## config.mk

```make
export PLATFORM = sky130hd
export DESIGN_NAME = pwm_top
export DESIGN_NICKNAME = d
export VERILOG_FILES = /design/src/core/pca_pwm_pkg.sv /design/src/core/pwm_channel.sv /design/src/core/pwm_top.sv
export VERILOG_INCLUDE_DIRS = /design/src /design/src/core
export SDC_FILE = /design/constraint.sdc
export NUM_CORES = 1
export LEC_CHECK = 0
export BUFFER_PORTS_ARGS = -buffer_cell sky130_fd_sc_hd__buf_4
export CAP_MARGIN = 5
export CORE_ASPECT_RATIO = 1.1
export CORE_MARGIN = 3
export CORE_UTILIZATION = 45
export CTS_CLUSTER_SIZE = 16
export DETAILED_ROUTE_END_ITERATION = 10
export GPL_TIMING_DRIVEN = 0
export HOLD_SLACK_MARGIN = 0.12
export PLACE_DENSITY = 0.69
export SLEW_MARGIN = 10
export SYNTH_ARGS = -nofsm -noshare
export SYNTH_HDL_FRONTEND = slang
export SYNTH_SLANG_ARGS = --single-unit
```

## constraint.sdc

```tcl
create_clock -name clk_i -period 5.55 [get_ports clk_i]
set_input_delay 0 -clock clk_i [delete_from_list [all_inputs] [get_ports clk_i]]
set_output_delay 0 -clock clk_i [all_outputs]
set_load 0.005 [all_outputs]
```

## src/core/pca_pwm_defines.svh

```systemverilog
`ifndef PCA_PWM_DEFINES_SVH
`define PCA_PWM_DEFINES_SVH

// Special-function register addresses
`define CTRL_ADDR 8'hD8
`define PWMCFG_ADDR 8'hF7
`define CLRCFG_ADDR 8'h9C
`define ALIGN_ADDR 8'h9D
`define CPM0_ADDR 8'hDA
`define CPM1_ADDR 8'hDB
`define CPM2_ADDR 8'hDC
`define CPL0_ADDR 8'hFB
`define CPH0_ADDR 8'hFC
`define CPL1_ADDR 8'hE9
`define CPH1_ADDR 8'hEA
`define CPL2_ADDR 8'hEB
`define CPH2_ADDR 8'hEC
// Bit space: bit address upper five bits that select the control register
`define CTRL_BIT_BASE 5'h1B

// Field positions
`define CTRL_CF_BIT 7
`define CTRL_CR_BIT 6
`define PWM_RELOAD_VIEW_SELECT_BIT 7
`define PWM_ECOV_BIT 6
`define PWM_CYCLE_OVERFLOW_FLAG_BIT 5
`define CPM_WIDE_BIT 7
`define CPM_ECOM_BIT 6
`define CPM_MAT_BIT 3
`define CPM_PWM_BIT 1
`define CPM_ECCF_BIT 0
`define CLR_POL_BIT 7

// Reset values
`define BYTE_RST 8'h00
`define WORD_RST 16'h0000
`define CTR_RST 17'h00000

// Resolutions in bits
`define RES_BASE 5'h08
`define RES_WIDE 5'h10

`endif

```

## src/core/pca_pwm_pkg.sv

```systemverilog
package pca_pwm_pkg;

  typedef logic [7:0] sfr_byte_t;
  typedef logic [15:0] cmp_word_t;
  typedef logic [4:0] res_t;

  // Low-bit mask for an N-bit resolution, N from 8 to 16
  function automatic cmp_word_t res_mask(input res_t res);
    logic [16:0] m;
    m = (17'h00001 << res) - 17'h00001;
    return m[15:0];
  endfunction : res_mask

endpackage : pca_pwm_pkg

```

## src/core/pwm_channel.sv

```systemverilog
`timescale 1ns/1ps
`include "pca_pwm_defines.svh"

module pwm_channel
  import pca_pwm_pkg::*;
(
  input wire logic clk_i,          // System clock
  input wire logic rst_b_i,        // Async reset, active low
  input wire logic tick_i,         // Counter advances this cycle
  input wire logic [16:0] cnt_nxt_i, // Counter value after the advance
  input wire res_t res_i,          // Resolution in bits
  input wire logic match_en_i,     // Compare and PWM enabled
  input wire logic pwm_en_i,       // PWM enabled
  input wire logic center_i,       // Center-aligned operation
  input wire cmp_word_t cp_i,      // Compare value
  input wire logic clr_en_i,       // Comparator clear enabled
  input wire logic clr_pol_i,      // Clear edge polarity
  input wire logic cmp_level_i,    // Synchronised comparator level
  input wire logic cmp_rise_i,     // Comparator rising edge
  input wire logic cmp_fall_i,     // Comparator falling edge
  output logic set_ev_o,           // Match or up edge
  output logic clr_ev_o,           // Overflow or down edge
  output logic out_o               // Channel output
);

  cmp_word_t mask;
  cmp_word_t cnt_low;
  cmp_word_t cp_low;
  cmp_word_t prev_low;
  logic sel_bit;
  logic cyc_start;
  logic trig;
  logic active;
  logic hold_r;
  logic hold_nxt;
  logic out_r;

  always_comb begin
    mask = res_mask(res_i);
    cnt_low = cnt_nxt_i[15:0] & mask;
    cp_low = cp_i & mask;
    prev_low = (cnt_nxt_i[15:0] - 16'h0001) & mask;
    sel_bit = cnt_nxt_i[res_i];
    if (center_i) begin
      set_ev_o = tick_i && match_en_i && !sel_bit && (cp_low == prev_low);
      clr_ev_o = tick_i && pwm_en_i && sel_bit && ((~cp_i & mask) == cnt_low);
    end else begin
      set_ev_o = tick_i && match_en_i && (cp_low == cnt_low);
      clr_ev_o = tick_i && pwm_en_i && (cnt_low == 16'h0000);
    end
    cyc_start = tick_i && (cnt_low == 16'h0000) && (!center_i || !sel_bit);
    trig = clr_en_i && (clr_pol_i ? cmp_rise_i : cmp_fall_i);
    active = clr_pol_i ? cmp_level_i : !cmp_level_i;
    if (!clr_en_i) begin
      hold_nxt = 1'b0;
    end else if (trig) begin
      hold_nxt = 1'b1;
    end else if (cyc_start) begin
      hold_nxt = active;
    end else begin
      hold_nxt = hold_r;
    end
  end

  always_ff @(posedge clk_i or negedge rst_b_i) begin
    if (!rst_b_i) begin
      hold_r <= 1'b0;
    end else begin
      hold_r <= hold_nxt;
    end
  end

  // Set beats clear so that a zero compare value gives full duty in edge-aligned mode
  always_ff @(posedge clk_i or negedge rst_b_i) begin
    if (!rst_b_i) begin
      out_r <= 1'b0;
    end else if (!pwm_en_i || hold_nxt) begin
      out_r <= 1'b0;
    end else if (set_ev_o) begin
      out_r <= 1'b1;
    end else if (clr_ev_o) begin
      out_r <= 1'b0;
    end
  end

  assign out_o = out_r;

endmodule : pwm_channel

```

## src/core/pwm_top.sv

```systemverilog
`timescale 1ns/1ps
`include "pca_pwm_defines.svh"

// Contract
// - Narrow PWM duty uses only the low N compare bits.
// - Reload view select steers compare byte addresses to reload registers.
// - Reload value copies into compare at overflow or up edge.
// - Compare, PWM enabled and length zero select 8-bit PWM.
// - Compare, PWM enabled and other length select 8 to 11-bit PWM, 8 plus length bits 1:0 (length 4 gives 8 bits).
// - Match flag enable sets event flag on match or up edge.
// - Narrow modes raise cycle overflow flag at overflow or down edge.
// - Low byte write clears compare enable; high byte write sets it.
// - Wide select runs a channel in 16-bit PWM with full compare.
// - Wide PWM signals overflow or down edge on counter overflow flag.
// - Counter wrap sets sticky overflow flag and requests interrupt if enabled.
// - Match sets channel flags 2..0, sticky, interrupt when enabled.
// - Counter run bit stops the counter at 0, counts at 1.
// - Control register sits at 0xD8 with single-bit access.
// - Comparator clear forces enabled channel low for current cycle.
// - Clear polarity 0 triggers on falling, 1 on rising edge.
// - Comparator still active at cycle start keeps output low.
// - Match or up edge drives high; overflow or down drives low.
// - Cycle overflow flag tracks counter bit N overflow; software clears.
module pwm_top
  import pca_pwm_pkg::*;
(
  input wire logic clk_i,             // System clock, 40 MHz
  input wire logic rst_b_i,           // Async reset, active low
  input wire logic count_tick_i,      // Counter timebase pulse
  input wire sfr_byte_t sfr_addr_i,   // Register address
  input wire sfr_byte_t sfr_wdata_i,  // Register write data
  input wire logic sfr_wr_i,          // Register write strobe
  input wire logic sfr_rd_i,          // Register read strobe
  output sfr_byte_t sfr_rdata_o,      // Register read data
  input wire sfr_byte_t bit_addr_i,   // Bit address
  input wire logic bit_wdata_i,       // Bit write value
  input wire logic bit_wr_i,          // Bit write strobe
  input wire logic cf_irq_en_i,       // Counter overflow interrupt enable
  input wire logic cmp_async_i,       // Comparator output, asynchronous
  output logic [2:0] channel_output_o, // PWM channel pins
  output logic irq_o                  // Interrupt request
);

  logic [16:0] ctr_r;
  logic [16:0] cnt_nxt;
  logic tick_ev;
  cmp_word_t cp_r [3];
  cmp_word_t ar_r [3];
  sfr_byte_t mode_r [3];
  logic [2:0] center_r;
  logic [2:0] cpce_r;
  logic clr_pol_r;
  logic cf_r;
  logic cr_r;
  logic [2:0] ccf_r;
  logic reload_view_select_r;
  logic ecov_r;
  logic cycle_overflow_flag_r;
  logic [2:0] cls_r;
  logic cmp_s1_r;
  logic cmp_s2_r;
  logic cmp_s3_r;
  logic cmp_lvl_r;
  logic cmp_lvl_d_r;
  logic cmp_rise;
  logic cmp_fall;
  sfr_byte_t rdata_r;
  logic [2:0] set_ev;
  logic [2:0] clr_ev;
  logic [2:0] wide;
  logic [2:0] narrow;
  logic [2:0] mode8;
  logic [2:0] mode_ext;
  logic [2:0] wr_lo;
  logic [2:0] wr_hi;
  logic [2:0] wr_cpm;
  logic [2:0] ccf_set;
  logic cf_set;
  logic cycle_overflow_flag_set;
  logic ctrl_wr;
  logic ctrl_bit_wr;
  res_t shared_res;

  function automatic sfr_byte_t cpl_addr(input int ch);
    case (ch)
      0: cpl_addr = `CPL0_ADDR;
      1: cpl_addr = `CPL1_ADDR;
      default: cpl_addr = `CPL2_ADDR;
    endcase
  endfunction : cpl_addr

  function automatic sfr_byte_t cph_addr(input int ch);
    case (ch)
      0: cph_addr = `CPH0_ADDR;
      1: cph_addr = `CPH1_ADDR;
      default: cph_addr = `CPH2_ADDR;
    endcase
  endfunction : cph_addr

  function automatic sfr_byte_t cpm_addr(input int ch);
    case (ch)
      0: cpm_addr = `CPM0_ADDR;
      1: cpm_addr = `CPM1_ADDR;
      default: cpm_addr = `CPM2_ADDR;
    endcase
  endfunction : cpm_addr

  assign tick_ev = cr_r && count_tick_i;
  assign cnt_nxt = ctr_r + 17'h00001;
  assign shared_res = `RES_BASE + {3'b000, cls_r[1:0]};
  assign ctrl_wr = sfr_wr_i && (sfr_addr_i == `CTRL_ADDR);
  assign ctrl_bit_wr = bit_wr_i && (bit_addr_i[7:3] == `CTRL_BIT_BASE);

  // Counter with a hidden 17th bit for wide center-aligned operation
  always_ff @(posedge clk_i or negedge rst_b_i) begin
    if (!rst_b_i) begin
      ctr_r <= `CTR_RST;
    end else if (tick_ev) begin
      ctr_r <= cnt_nxt;
    end
  end

  // Comparator synchroniser; a change counts once stages two and three agree
  always_ff @(posedge clk_i or negedge rst_b_i) begin
    if (!rst_b_i) begin
      cmp_s1_r <= 1'b0;
      cmp_s2_r <= 1'b0;
      cmp_s3_r <= 1'b0;
      cmp_lvl_r <= 1'b0;
      cmp_lvl_d_r <= 1'b0;
    end else begin
      cmp_s1_r <= cmp_async_i;
      cmp_s2_r <= cmp_s1_r;
      cmp_s3_r <= cmp_s2_r;
      if (cmp_s2_r == cmp_s3_r) begin
        cmp_lvl_r <= cmp_s3_r;
      end
      cmp_lvl_d_r <= cmp_lvl_r;
    end
  end

  assign cmp_rise = cmp_lvl_r && !cmp_lvl_d_r;
  assign cmp_fall = !cmp_lvl_r && cmp_lvl_d_r;

  for (genvar i = 0; i < 3; i++) begin : g_ch
    res_t res;
    assign wide[i] = mode_r[i][`CPM_WIDE_BIT];
    assign narrow[i] = mode_r[i][`CPM_PWM_BIT] && !wide[i];
    assign mode8[i] = narrow[i] && mode_r[i][`CPM_ECOM_BIT]
                      && (cls_r == 3'b000);
    assign mode_ext[i] = narrow[i] && mode_r[i][`CPM_ECOM_BIT]
                         && (cls_r != 3'b000);
    assign res = wide[i] ? `RES_WIDE : shared_res;
    assign wr_lo[i] = sfr_wr_i && (sfr_addr_i == cpl_addr(i));
    assign wr_hi[i] = sfr_wr_i && (sfr_addr_i == cph_addr(i));
    assign wr_cpm[i] = sfr_wr_i && (sfr_addr_i == cpm_addr(i));
    assign ccf_set[i] = set_ev[i] && mode_r[i][`CPM_MAT_BIT];

    pwm_channel u_chan (
      .clk_i(clk_i),
      .rst_b_i(rst_b_i),
      .tick_i(tick_ev),
      .cnt_nxt_i(cnt_nxt),
      .res_i(res),
      .match_en_i(mode_r[i][`CPM_ECOM_BIT] && mode_r[i][`CPM_PWM_BIT]),
      .pwm_en_i(mode_r[i][`CPM_PWM_BIT]),
      .center_i(center_r[i]),
      .cp_i(cp_r[i]),
      .clr_en_i(cpce_r[i]),
      .clr_pol_i(clr_pol_r),
      .cmp_level_i(cmp_lvl_r),
      .cmp_rise_i(cmp_rise),
      .cmp_fall_i(cmp_fall),
      .set_ev_o(set_ev[i]),
      .clr_ev_o(clr_ev[i]),
      .out_o(channel_output_o[i])
    );

    // Compare and reload storage; a firmware write beats the reload
    always_ff @(posedge clk_i or negedge rst_b_i) begin
      if (!rst_b_i) begin
        cp_r[i] <= `WORD_RST;
        ar_r[i] <= `WORD_RST;
      end else if (wr_lo[i] || wr_hi[i]) begin
        if (reload_view_select_r) begin
          if (wr_lo[i]) ar_r[i][7:0] <= sfr_wdata_i;
          else ar_r[i][15:8] <= sfr_wdata_i;
        end else begin
          if (wr_lo[i]) cp_r[i][7:0] <= sfr_wdata_i;
          else cp_r[i][15:8] <= sfr_wdata_i;
        end
      end else if (mode8[i] && (center_r[i] ? set_ev[i] : clr_ev[i])) begin
        cp_r[i][7:0] <= cp_r[i][15:8];
      end else if (mode_ext[i]
                   && (center_r[i] ? set_ev[i] : clr_ev[i])) begin
        cp_r[i] <= ar_r[i];
      end
    end

    always_ff @(posedge clk_i or negedge rst_b_i) begin
      if (!rst_b_i) begin
        mode_r[i] <= `BYTE_RST;
      end else if (wr_cpm[i]) begin
        mode_r[i] <= sfr_wdata_i;
      end else if (wr_lo[i]) begin
        mode_r[i][`CPM_ECOM_BIT] <= 1'b0;
      end else if (wr_hi[i]) begin
        mode_r[i][`CPM_ECOM_BIT] <= 1'b1;
      end
    end
  end

  assign cf_set = (tick_ev && (ctr_r[15:0] == 16'hFFFF))
                  || |(clr_ev & wide & center_r);
  assign cycle_overflow_flag_set = (tick_ev
                     && ((cnt_nxt[15:0] & res_mask(shared_res))
                         == 16'h0000))
                    || |(clr_ev & narrow);

  // Status flags: hardware set is ORed after the software value
  always_ff @(posedge clk_i or negedge rst_b_i) begin
    if (!rst_b_i) begin
      cf_r <= 1'b0;
      cr_r <= 1'b0;
      ccf_r <= 3'b000;
    end else begin
      if (ctrl_wr) begin
        cf_r <= sfr_wdata_i[`CTRL_CF_BIT] || cf_set;
        cr_r <= sfr_wdata_i[`CTRL_CR_BIT];
        ccf_r <= sfr_wdata_i[2:0] | ccf_set;
      end else if (ctrl_bit_wr) begin
        cf_r <= ((bit_addr_i[2:0] == 3'd7) ? bit_wdata_i : cf_r) || cf_set;
        cr_r <= (bit_addr_i[2:0] == 3'd6) ? bit_wdata_i : cr_r;
        for (int b = 0; b < 3; b++) begin
          ccf_r[b] <= ((bit_addr_i[2:0] == 3'(b)) ? bit_wdata_i : ccf_r[b])
                      || ccf_set[b];
        end
      end else begin
        cf_r <= cf_r || cf_set;
        ccf_r <= ccf_r | ccf_set;
      end
    end
  end

  // Cycle length, reload view and cycle overflow flag
  always_ff @(posedge clk_i or negedge rst_b_i) begin
    if (!rst_b_i) begin
      reload_view_select_r <= 1'b0;
      ecov_r <= 1'b0;
      cycle_overflow_flag_r <= 1'b0;
      cls_r <= 3'b000;
    end else if (sfr_wr_i && (sfr_addr_i == `PWMCFG_ADDR)) begin
      reload_view_select_r <= sfr_wdata_i[`PWM_RELOAD_VIEW_SELECT_BIT];
      ecov_r <= sfr_wdata_i[`PWM_ECOV_BIT];
      cycle_overflow_flag_r <= sfr_wdata_i[`PWM_CYCLE_OVERFLOW_FLAG_BIT] || cycle_overflow_flag_set;
      cls_r <= sfr_wdata_i[2:0];
    end else begin
      cycle_overflow_flag_r <= cycle_overflow_flag_r || cycle_overflow_flag_set;
    end
  end

  always_ff @(posedge clk_i or negedge rst_b_i) begin
    if (!rst_b_i) begin
      cpce_r <= 3'b000;
      clr_pol_r <= 1'b0;
      center_r <= 3'b000;
    end else begin
      if (sfr_wr_i && (sfr_addr_i == `CLRCFG_ADDR)) begin
        cpce_r <= sfr_wdata_i[2:0];
        clr_pol_r <= sfr_wdata_i[`CLR_POL_BIT];
      end
      if (sfr_wr_i && (sfr_addr_i == `ALIGN_ADDR)) begin
        center_r <= sfr_wdata_i[2:0];
      end
    end
  end

  // Registered read data; unmapped addresses read zero
  always_ff @(posedge clk_i or negedge rst_b_i) begin
    if (!rst_b_i) begin
      rdata_r <= `BYTE_RST;
    end else if (sfr_rd_i) begin
      rdata_r <= `BYTE_RST;
      if (sfr_addr_i == `CTRL_ADDR) begin
        rdata_r <= {cf_r, cr_r, 3'b000, ccf_r};
      end else if (sfr_addr_i == `PWMCFG_ADDR) begin
        rdata_r <= {reload_view_select_r, ecov_r, cycle_overflow_flag_r, 2'b00, cls_r};
      end else if (sfr_addr_i == `CLRCFG_ADDR) begin
        rdata_r <= {clr_pol_r, 4'h0, cpce_r};
      end else if (sfr_addr_i == `ALIGN_ADDR) begin
        rdata_r <= {5'h00, center_r};
      end
      for (int c = 0; c < 3; c++) begin
        if (sfr_addr_i == cpm_addr(c)) rdata_r <= mode_r[c];
        if (sfr_addr_i == cpl_addr(c)) begin
          rdata_r <= reload_view_select_r ? ar_r[c][7:0] : cp_r[c][7:0];
        end
        if (sfr_addr_i == cph_addr(c)) begin
          rdata_r <= reload_view_select_r ? ar_r[c][15:8] : cp_r[c][15:8];
        end
      end
    end
  end

  assign sfr_rdata_o = rdata_r;

  always_comb begin
    irq_o = (cf_r && cf_irq_en_i) || (cycle_overflow_flag_r && ecov_r);
    for (int k = 0; k < 3; k++) begin
      irq_o = irq_o || (ccf_r[k] && mode_r[k][`CPM_ECCF_BIT]);
    end
  end
endmodule : pwm_top

```

==> results of run 1 <==
-- cell type report --
type | count | share of cell area
Buffer | 85 | 0.0258
Clock buffer | 17 | 0.0300
Clock inverter | 15 | 0.0135
Inverter | 29 | 0.00768
Multi-Input combinational cell | 1079 | 0.546
Sequential cell | 174 | 0.307
Tap cell | 357 | 0.0315
Timing Repair Buffer | 62 | 0.0385
-- how the worst max path moves through the flow --
stage,start,endpoint,slack (ns),cells past startpoint
global route,ctr_r[0],cp_r[15],0.25,12
CTS,ctr_r[0],cp_r[8],0.47,12
detailed placement,ctr_r[0],cp_r[10],0.57,12
global placement,ctr_r[0],cp_r[8],0.52,12
floorplan,ctr_r[0],cp_r[32],1.71,13
finish,ctr_r[0],cp_r[15],0.32,12
-- registers in the layout (all words and copies together), names as in the netlist, 3 cells and up --
register	flops
ar_r	48
ccf_r	3
center_r	3
cls_r	3
cp_r	48
cpce_r	3
ctr_r	17
g_ch.u_chan.hold_r	3
g_ch.u_chan.out_o	3
mode_r	24
sfr_rdata_o	8
-- through the flow --
| stage | worst slack (ns) | std cells | hold WS (ns) | util | instance area, um2 |
|---|---|---|---|---|---|
| after global routing | 0.254 | 1818 | 0.163 | 0.521 | 14200 |
| after global placement | 0.516 | 1764 | 0.112 | 0.490 | 13300 |
| final | 0.321 | 1818 | 0.104 | 0.521 | 14200 |
| after floorplan | 1.71 | 1367 | -0.296 | - | 12600 |
| after CTS | 0.474 | 1818 | 0.131 | 0.521 | 14200 |
| after detailed placement | 0.573 | 1765 | 0.0234 | 0.491 | 13400 |
-- repair_timing --
action / in CTS / in global routing
setup buffers: 0 / 0
hold buffers: 21 / 0
endpoints found under the hold margin: 146 / 0
-- cells by family (layout without fill, tap and decap cells) --
logic type                 after synthesis  after routing
and+or+nand+nor                        485            485
AOI/OAI and AO/OA                      291            291
muxes                                  186            186
DFF                                    174            174
buffers and inverters                  114            208
xor gates and xnor gates               112            112
adders and majority gates                5              5
-- routing by layer --
metal / wire, um / track usage
met3: 4360 / 0.0642
met5: 0 / 0
met1: 18700 / 0.414
met4: 3000 / 0.183
met2: 21100 / 0.476
-- power by group --
group          switching [mW]  internal (mW)  total (mW)
Sequential             0.0647           1.31        1.38
Clock                   0.647          0.617        1.26
Combinational           0.504          0.276       0.780
-- cell usage in the layout (no fill, tap or decap), types with 11 or more instances in the layout --
master	n
nand2_1	141
a21oi_1	55
nand4_1	22
xor2_1	38
mux2i_1	69
nand3_1	35
dfrtp_1	174
dlygate4sd3_1	21
clkbuf_16	17
clkbuf_1	49
nor2_1	95
mux2_2	117
or3_1	21
and2_1	11
o22ai_1	13
xnor3_1	15
inv_1	29
o221ai_1	11
xnor2_1	59
nor2b_1	11
buf_2	11
buf_1	16
a211oi_1	11
nor3_1	60
o21ai_0	78
nor4_1	14
buf_4	45
==> report_table.html, run 1 <==
<table>
<tr><th>Metric</th><th>Value</th></tr>
<tr><th colspan="2">Power and ir drop</th></tr>
<tr><td>Maximum ir drop on the vdd rail</td><td>0.202 mV</td></tr>
<tr><td>Total power</td><td>3.42 mW</td></tr>
<tr><td>Leakage power</td><td>5.92 nW</td></tr>
<tr><td>Power Density</td><td>241 nW/um2</td></tr>
<tr><th colspan="2">Run status</th></tr>
<tr><td>Status</td><td>completed</td></tr>
<tr><th colspan="2">Final layout</th></tr>
<tr><td>Nets</td><td>1484</td></tr>
<tr><td>Ratio of cells with drive above 1 in the final layout</td><td>0.164</td></tr>
<tr><td>Syn-to-layout area delta</td><td>12.9%</td></tr>
<tr><td>Area of the multi-input gates</td><td>7740 um2</td></tr>
<tr><td>Count of antenna diodes in the layout</td><td>0</td></tr>
<tr><td>Fill count</td><td>2520</td></tr>
<tr><td>Storage cell area</td><td>4350 um2</td></tr>
<tr><th colspan="2">Routing</th></tr>
<tr><td>Iter 0 DRT Violations</td><td>1442</td></tr>
<tr><td>Final routed wire length divided by cell count</td><td>25.9 um</td></tr>
<tr><td>Vias per std cell</td><td>6.59</td></tr>
<tr><td>Drc violations</td><td>0</td></tr>
<tr><td>Final Routed Wirelength</td><td>47100 um</td></tr>
<tr><td>Detailed-router iteration count before antenna repair</td><td>7</td></tr>
<tr><td>Via total after detailed routing</td><td>12.0k</td></tr>
<tr><td>Post-route ant nets</td><td>0</td></tr>
<tr><th colspan="2">Setup path</th></tr>
<tr><td>Crit Reg-Reg Endpoint</td><td>cp_r[15]</td></tr>
<tr><td>Category of the worst setup path capture point</td><td>register</td></tr>
<tr><td>Family with the most delay on the worst path</td><td>compound AO/OA/AOI/OAI gates</td></tr>
<tr><td>Count of buffering cells on the critical path with inverters included</td><td>1</td></tr>
<tr><td>Category of the worst setup path launch point</td><td>register</td></tr>
<tr><td>Max FO, Critical Path</td><td>10</td></tr>
<tr><td>Worst EP required</td><td>5.89 ns</td></tr>
<tr><td>Cell mode on critical path</td><td>a211oi_1</td></tr>
<tr><td>Sequence of cells on the critical path</td><td>ha_1 &gt; buf_2 &gt; nand3_1 &gt; nor2_2 &gt; xnor2_1 &gt; o22ai_1 &gt; o31ai_1 &gt; a211oi_1 &gt; a32oi_1 &gt; a211oi_1 &gt; a31oi_1 &gt; mux2_2</td></tr>
<tr><td>Slack of the worst reg-to-reg path</td><td>0.32 ns</td></tr>
<tr><td>Register-to-Register Path Depth</td><td>12</td></tr>
<tr><td>Library cell contributing the largest single delay on the critical path</td><td>a31oi_1</td></tr>
<tr><td>Arrival time of the worst setup path</td><td>5.57 ns</td></tr>
<tr><td>Reg-to-Reg Start</td><td>ctr_r[0]</td></tr>
<tr><td>Worst setup path class</td><td>reg2reg</td></tr>
<tr><td>Highest cell delay on the worst timing path</td><td>0.85 ns</td></tr>
<tr><th colspan="2">STA</th></tr>
<tr><td>Slew at the pin closest to its max-slew limit</td><td>1.35 ns</td></tr>
<tr><td>Setup repair after global routing missed its margin</td><td>no</td></tr>
<tr><td>Setup total negative slack</td><td>0 ns</td></tr>
<tr><td>Final setup violation count</td><td>0</td></tr>
<tr><td>Final period demand of the worst path</td><td>5.23 ns</td></tr>
<tr><td>Final worst path period share</td><td>0.942</td></tr>
<tr><td>Max-slew violations</td><td>0</td></tr>
<tr><td>Max-slew headroom at the worst pin</td><td>0.0941</td></tr>
<tr><td>Max Freq</td><td>0.191 GHz</td></tr>
<tr><td>Final hold violation count</td><td>0</td></tr>
<tr><td>Worst Skew</td><td>0.0100 ns</td></tr>
<tr><th colspan="2">Synthesis</th></tr>
<tr><td>Count of mapped cells out of synthesis</td><td>1367</td></tr>
<tr><td>Post-synth cell types</td><td>91</td></tr>
<tr><td>Sequential fraction of the synthesis area</td><td>0.347</td></tr>
<tr><td>Async S/R FF share, synth</td><td>1.00</td></tr>
<tr><td>Cell with the most instances after synthesis</td><td>dfrtp_1</td></tr>
<tr><td>Total of flip-flops plus latches after synthesis</td><td>174</td></tr>
<tr><td>Share of the synthesized netlist area taken by xor and xnor gates</td><td>0.0945</td></tr>
<tr><td>Combinational family with the most area after synthesis</td><td>simple AND/OR/NAND/NOR gates</td></tr>
<tr><td>Top-area cell type share of the netlist area</td><td>0.347</td></tr>
<tr><td>Commonest cells post-synth</td><td>dfrtp_1, nand2_1, mux2_2</td></tr>
<tr><td>Mapped cell area</td><td>12600 um2</td></tr>
<tr><td>Post-synthesis net count</td><td>1403</td></tr>
<tr><td>Fraction of the mapped netlist area in simple logic gates</td><td>0.195</td></tr>
<tr><td>Post-synthesis share of cell area spent on full adders, half adders and majority gates</td><td>0.00458</td></tr>
<tr><td>Portion of netlist area occupied by mux cells</td><td>0.160</td></tr>
<tr><td>Top cell type by total area after synthesis</td><td>dfrtp_1</td></tr>
<tr><td>EDFF count, synth</td><td>0</td></tr>
<tr><td>Post-synthesis average cell area</td><td>9.19 um2</td></tr>
<tr><td>Compound-gate portion of the synthesized area</td><td>0.162</td></tr>
<tr><td>Synth warn</td><td>0</td></tr>
<tr><td>Top area cells in the synthesized netlist</td><td>dfrtp_1, mux2_2, mux2i_1</td></tr>
<tr><td>Post-synth top flop</td><td>dfrtp_1</td></tr>
<tr><th colspan="2">CTS</th></tr>
<tr><td>Number of buffers between clock root and the deepest sink</td><td>2</td></tr>
<tr><td>Clk pin slew, worst setup/hold paths</td><td>0.08 ns</td></tr>
<tr><td>Clock latency at the later pin of the worst-skew pair</td><td>0.45 ns</td></tr>
<tr><td>H-tree lvl count</td><td>4</td></tr>
<tr><td>Root Driver</td><td>clkbuf_16</td></tr>
<tr><td>Number of sinks driven by the clock tree</td><td>174</td></tr>
<tr><td>CTS tree</td><td>done</td></tr>
<tr><td>Number of buffers created by CTS</td><td>17</td></tr>
<tr><td>CTS-repair resized insts</td><td>0</td></tr>
<tr><th colspan="2">Global route</th></tr>
<tr><td>Number of global-route vias before repair</td><td>11.6k</td></tr>
<tr><td>Gr usage total</td><td>0.314</td></tr>
<tr><td>Gr ovfl total</td><td>0</td></tr>
<tr><td>First-pass GRT wire length</td><td>70900 um</td></tr>
<tr><td>Number of antenna violations at the first check in global routing</td><td>0</td></tr>
<tr><td>Pin count of the biggest net entering global routing</td><td>101</td></tr>
<tr><th colspan="2">Run</th></tr>
<tr><td>Max cap viols</td><td>0</td></tr>
<tr><th colspan="2">Die</th></tr>
<tr><td>Row count</td><td>63</td></tr>
<tr><td>Count of pins on the block boundary</td><td>45</td></tr>
<tr><td>Area inside the core boundary</td><td>27200 um2</td></tr>
<tr><td>Width of the die</td><td>165 um</td></tr>
<tr><td>Initial standard-cell utilization of the core</td><td>0.462</td></tr>
<tr><td>Die area</td><td>30000 um2</td></tr>
<tr><td>DIE HEIGHT</td><td>181 um</td></tr>
<tr><th colspan="2">Worst hold path</th></tr>
<tr><td>Worst min path class</td><td>in2async</td></tr>
<tr><th colspan="2">Placement</th></tr>
<tr><td>Placed wire-length estimate</td><td>35400 um</td></tr>
<tr><td>Routability congestion estimate</td><td>1.01</td></tr>
<tr><td>PortBufs</td><td>40</td></tr>
</table>
Note: power is estimated with default switching activity, not from simulation.
==> inputs of run 2 (changes only) <==
- BUFFER_PORTS_ARGS: -buffer_cell sky130_fd_sc_hd__buf_4 -> not set
- DONT_BUFFER_PORTS: not set -> 1
- MAX_ROUTING_LAYER: not set -> met4
- PLACE_DENSITY: 0.69 -> not set
==> report_table.html, run 2 (same netlist as run 1, synthesis figures left out) <==
<table>
<tr><th>Metric</th><th>Value</th></tr>
<tr><th colspan="2">Final layout</th></tr>
<tr><td>Post-route cell area</td><td>13900 um2 (-1.9%)</td></tr>
<tr><td>Ratio of cells with drive above 1 in the final layout</td><td>0.141 (-0.0233)</td></tr>
<tr><td>Top flop regs</td><td>ar_r (48), cp_r (48), mode_r (24)</td></tr>
<tr><td>Area of the multi-input gates</td><td>7750 um2 (about the same)</td></tr>
<tr><td>Storage cell area</td><td>4350 um2 (unchanged)</td></tr>
<tr><td>Most common cell after layout, fill and taps aside</td><td>dfrtp_1</td></tr>
<tr><td>Syn-to-layout area delta</td><td>10.7%</td></tr>
<tr><td>Nets</td><td>1449 (-2.4%)</td></tr>
<tr><td>Fill count</td><td>2577 (+2.3%)</td></tr>
<tr><td>Most used cells in the layout excluding fill and tap cells</td><td>dfrtp_1, nand2_1, mux2_2, nor2_1, o21ai_0</td></tr>
<tr><td>Final instance count without filler cells</td><td>1785 (-1.8%)</td></tr>
<tr><th colspan="2">Global route</th></tr>
<tr><td>Number of antenna violations at the first check in global routing</td><td>1 (+1)</td></tr>
<tr><td>Number of global-route vias before repair</td><td>11.3k (-2.4%)</td></tr>
<tr><td>Gr usage total</td><td>0.339 (+0.0244)</td></tr>
<tr><td>Gr ovfl total</td><td>0 (unchanged)</td></tr>
<tr><td>Pin count of the biggest net entering global routing</td><td>175 (+73%)</td></tr>
<tr><td>First-pass GRT wire length</td><td>73200 um (+3.2%)</td></tr>
<tr><th colspan="2">STA</th></tr>
<tr><td>Setup repair after global routing missed its margin</td><td>no</td></tr>
<tr><td>Final worst path period share</td><td>1.00 (+0.0593)</td></tr>
<tr><td>PnR worst setup slack</td><td>-0.00838 ns (-0.329 ns)</td></tr>
<tr><td>Worst Skew</td><td>0.0121 ns (+0.00210 ns)</td></tr>
<tr><td>Final setup violation count</td><td>1 (+1)</td></tr>
<tr><td>Final hold violation count</td><td>0 (unchanged)</td></tr>
<tr><td>Slew at the pin closest to its max-slew limit</td><td>1.27 ns (-0.0833 ns)</td></tr>
<tr><td>Max-slew violations</td><td>0 (unchanged)</td></tr>
<tr><td>Max Freq</td><td>0.180 GHz (-5.9%)</td></tr>
<tr><td>Max-slew headroom at the worst pin</td><td>0.151 (+0.0574)</td></tr>
<tr><td>Final period demand of the worst path</td><td>5.56 ns (+0.329 ns)</td></tr>
<tr><th colspan="2">Power and ir drop</th></tr>
<tr><td>Power Density</td><td>242 nW/um2 (+0.43%)</td></tr>
<tr><td>Leakage power</td><td>5.74 nW (-3.0%)</td></tr>
<tr><td>Maximum ir drop on the vdd rail</td><td>0.222 mV (+10%)</td></tr>
<tr><td>Total power</td><td>3.37 mW (-1.5%)</td></tr>
<tr><th colspan="2">Routing</th></tr>
<tr><td>Final Routed Wirelength</td><td>49300 um (+4.5%)</td></tr>
<tr><td>Routed length on met3</td><td>3870 um (-11%)</td></tr>
<tr><td>Detailed-router iteration count before antenna repair</td><td>6 (-1)</td></tr>
<tr><td>Iter 0 DRT Violations</td><td>1490 (+3.3%)</td></tr>
<tr><td>Vias per std cell</td><td>6.54 (-0.75%)</td></tr>
<tr><td>Met2 wire length</td><td>22100 um (+5.0%)</td></tr>
<tr><td>Final routed wire length divided by cell count</td><td>27.6 um (+6.5%)</td></tr>
<tr><td>M1 WL</td><td>19900 um (+6.5%)</td></tr>
<tr><td>Post-route ant nets</td><td>0 (unchanged)</td></tr>
<tr><td>Via total after detailed routing</td><td>11.7k (-2.6%)</td></tr>
<tr><td>Uppermost signal routing layer after detailed routing</td><td>met4</td></tr>
<tr><td>Drc violations</td><td>0 (unchanged)</td></tr>
<tr><th colspan="2">Run status</th></tr>
<tr><td>Status</td><td>complete, but fails checks</td></tr>
<tr><td>Violated checks</td><td>setup timing</td></tr>
<tr><th colspan="2">CTS</th></tr>
<tr><td>Number of buffers created by CTS</td><td>17 (unchanged)</td></tr>
<tr><td>CTS tree</td><td>done</td></tr>
<tr><td>H-tree lvl count</td><td>4 (unchanged)</td></tr>
<tr><td>Root Driver</td><td>clkbuf_16</td></tr>
<tr><td>Number of buffers between clock root and the deepest sink</td><td>2 (unchanged)</td></tr>
<tr><td>Clk pin slew, worst setup/hold paths</td><td>0.08 ns (about the same)</td></tr>
<tr><td>Number of sinks driven by the clock tree</td><td>174 (unchanged)</td></tr>
<tr><td>Clock latency at the later pin of the worst-skew pair</td><td>0.46 ns (about the same)</td></tr>
<tr><th colspan="2">Placement</th></tr>
<tr><td>Placed wire-length estimate</td><td>36700 um (+3.6%)</td></tr>
<tr><td>Placed cell area</td><td>13000 um2 (-2.5%)</td></tr>
<tr><td>Number of cells after detailed placement</td><td>1724 (-2.3%)</td></tr>
<tr><td>PortBufs</td><td>0 (-100%)</td></tr>
<tr><td>Routability congestion estimate</td><td>1.01 (-0.27%)</td></tr>
<tr><th colspan="2">Die</th></tr>
<tr><td>Row count</td><td>63 (unchanged)</td></tr>
<tr><td>Count of pins on the block boundary</td><td>45 (unchanged)</td></tr>
<tr><td>Die area</td><td>30000 um2 (unchanged)</td></tr>
<tr><td>Initial standard-cell utilization of the core</td><td>0.462 (unchanged)</td></tr>
<tr><td>Area inside the core boundary</td><td>27200 um2 (unchanged)</td></tr>
<tr><td>DIE HEIGHT</td><td>181 um (unchanged)</td></tr>
<tr><td>Width of the die</td><td>165 um (unchanged)</td></tr>
<tr><th colspan="2">Setup path</th></tr>
<tr><td>Worst setup path startpoint</td><td>ctr_r[0]</td></tr>
<tr><td>Category of the worst setup path launch point</td><td>register</td></tr>
<tr><td>Reg-to-Reg Start</td><td>ctr_r[0]</td></tr>
<tr><td>Register-to-Register Path Depth</td><td>13 (+1)</td></tr>
<tr><td>Slack of the worst reg-to-reg path</td><td>-0.008 ns (-0.33 ns)</td></tr>
<tr><td>Worst setup endpoint</td><td>ccf_r[2]</td></tr>
<tr><td>Arrival time of the worst setup path</td><td>5.96 ns (+0.39 ns)</td></tr>
<tr><td>Worst setup path class</td><td>reg2reg</td></tr>
<tr><td>Category of the worst setup path capture point</td><td>register</td></tr>
<tr><td>Worst EP required</td><td>5.95 ns (+0.06 ns)</td></tr>
<tr><td>Crit Reg-Reg Endpoint</td><td>ccf_r[2]</td></tr>
<tr><td>Max FO, Critical Path</td><td>10 (unchanged)</td></tr>
<tr><th colspan="2">Run</th></tr>
<tr><td>Max cap viols</td><td>0 (unchanged)</td></tr>
<tr><th colspan="2">Worst hold path</th></tr>
<tr><td>Worst min path class</td><td>in2async</td></tr>
</table>
[run 2: cell types whose count changed in the layout (fill, tap and decap cells not counted), sizes merged]
cell	delta
dlygate4sd3	+5
buf	-40
diode	+2
[run 2: how the worst min path moves through the flow]
stage | start | endpoint | slack, ns | cells past startpoint
2_1_floorplan | rst_b_i | ar_r[0] | -0.30 | 0
3_3_place_gp | rst_b_i | ctr_r[15] | -0.29 | 0
3_5_place_dp | rst_b_i | ctr_r[10] | -0.29 | 0
4_1_cts | sfr_addr_i[3] | cls_r[0] | 0.13 | 3
5_1_grt | sfr_addr_i[3] | cls_r[0] | 0.16 | 3
6_report | rst_b_i | ctr_r[8] | 0.09 | 2
[run 2: worst max-delay path, cell delays in order (launching register included)]
cell and delay (ns):
dfrtp_1 0.50, ha_1 0.31, buf_2 0.26, nand3_1 0.16, o211a_1 0.24, nor3_1 0.97, nor3_1 0.40, xnor2_1 0.25
nor2b_1 0.18, a311oi_1 0.28, a31oi_1 0.16, o32ai_1 0.97, a221o_1 0.26, dlygate4sd3_1 0.54
[run 2: layout make-up]
cell class              instances  area share
clock buffers                  17      0.0306
well taps                     357      0.0321
clock inverters                15      0.0121
inverters                      29     0.00782
repair buffers                 27      0.0207
plain buffers                  85      0.0263
diodes                          2    0.000360
flip-flops and latches        174       0.313
multi-input cells            1079       0.557
[run 2: stage by stage]
step / utilization / setup WS (ns) / hold WS [ns] / TNS [ns]
CTS: 0.511 / 0.294 / 0.130 / 0
global placement: 0.478 / 0.465 / -0.287 / 0
floorplan: - / 1.71 / -0.296 / 0
finish: 0.512 / -0.00838 / 0.0898 / -0.00838
global route: 0.512 / 0.0848 / 0.158 / 0
detailed placement: 0.479 / 0.461 / -0.287 / 0
[run 2: what timing repair did]
item | CTS | global route
hold endpoints to repair | 230 | 0
hold buffers | 27 | 0
gates resized for setup | 0 | 0
buffers inserted | 0 | 0
[run 2: power breakdown]
group	switching (mW)	leakage [nW]	total [mW]	internal (mW)
Combinational	0.482	3.12	0.743	0.262
Clock	0.641	0.292	1.25	0.607
Sequential	0.0676	2.33	1.38	1.31
[run 2: metal layers]
| layer | vias up | track usage |
|---|---|---|
| met3 | 147 | 0.0527 |
| met2 | 641 | 0.496 |
| met5 | - | - |
| li1 | 5136 | - |
| met1 | 5753 | 0.445 |
| met4 | 0 | 0.191 |
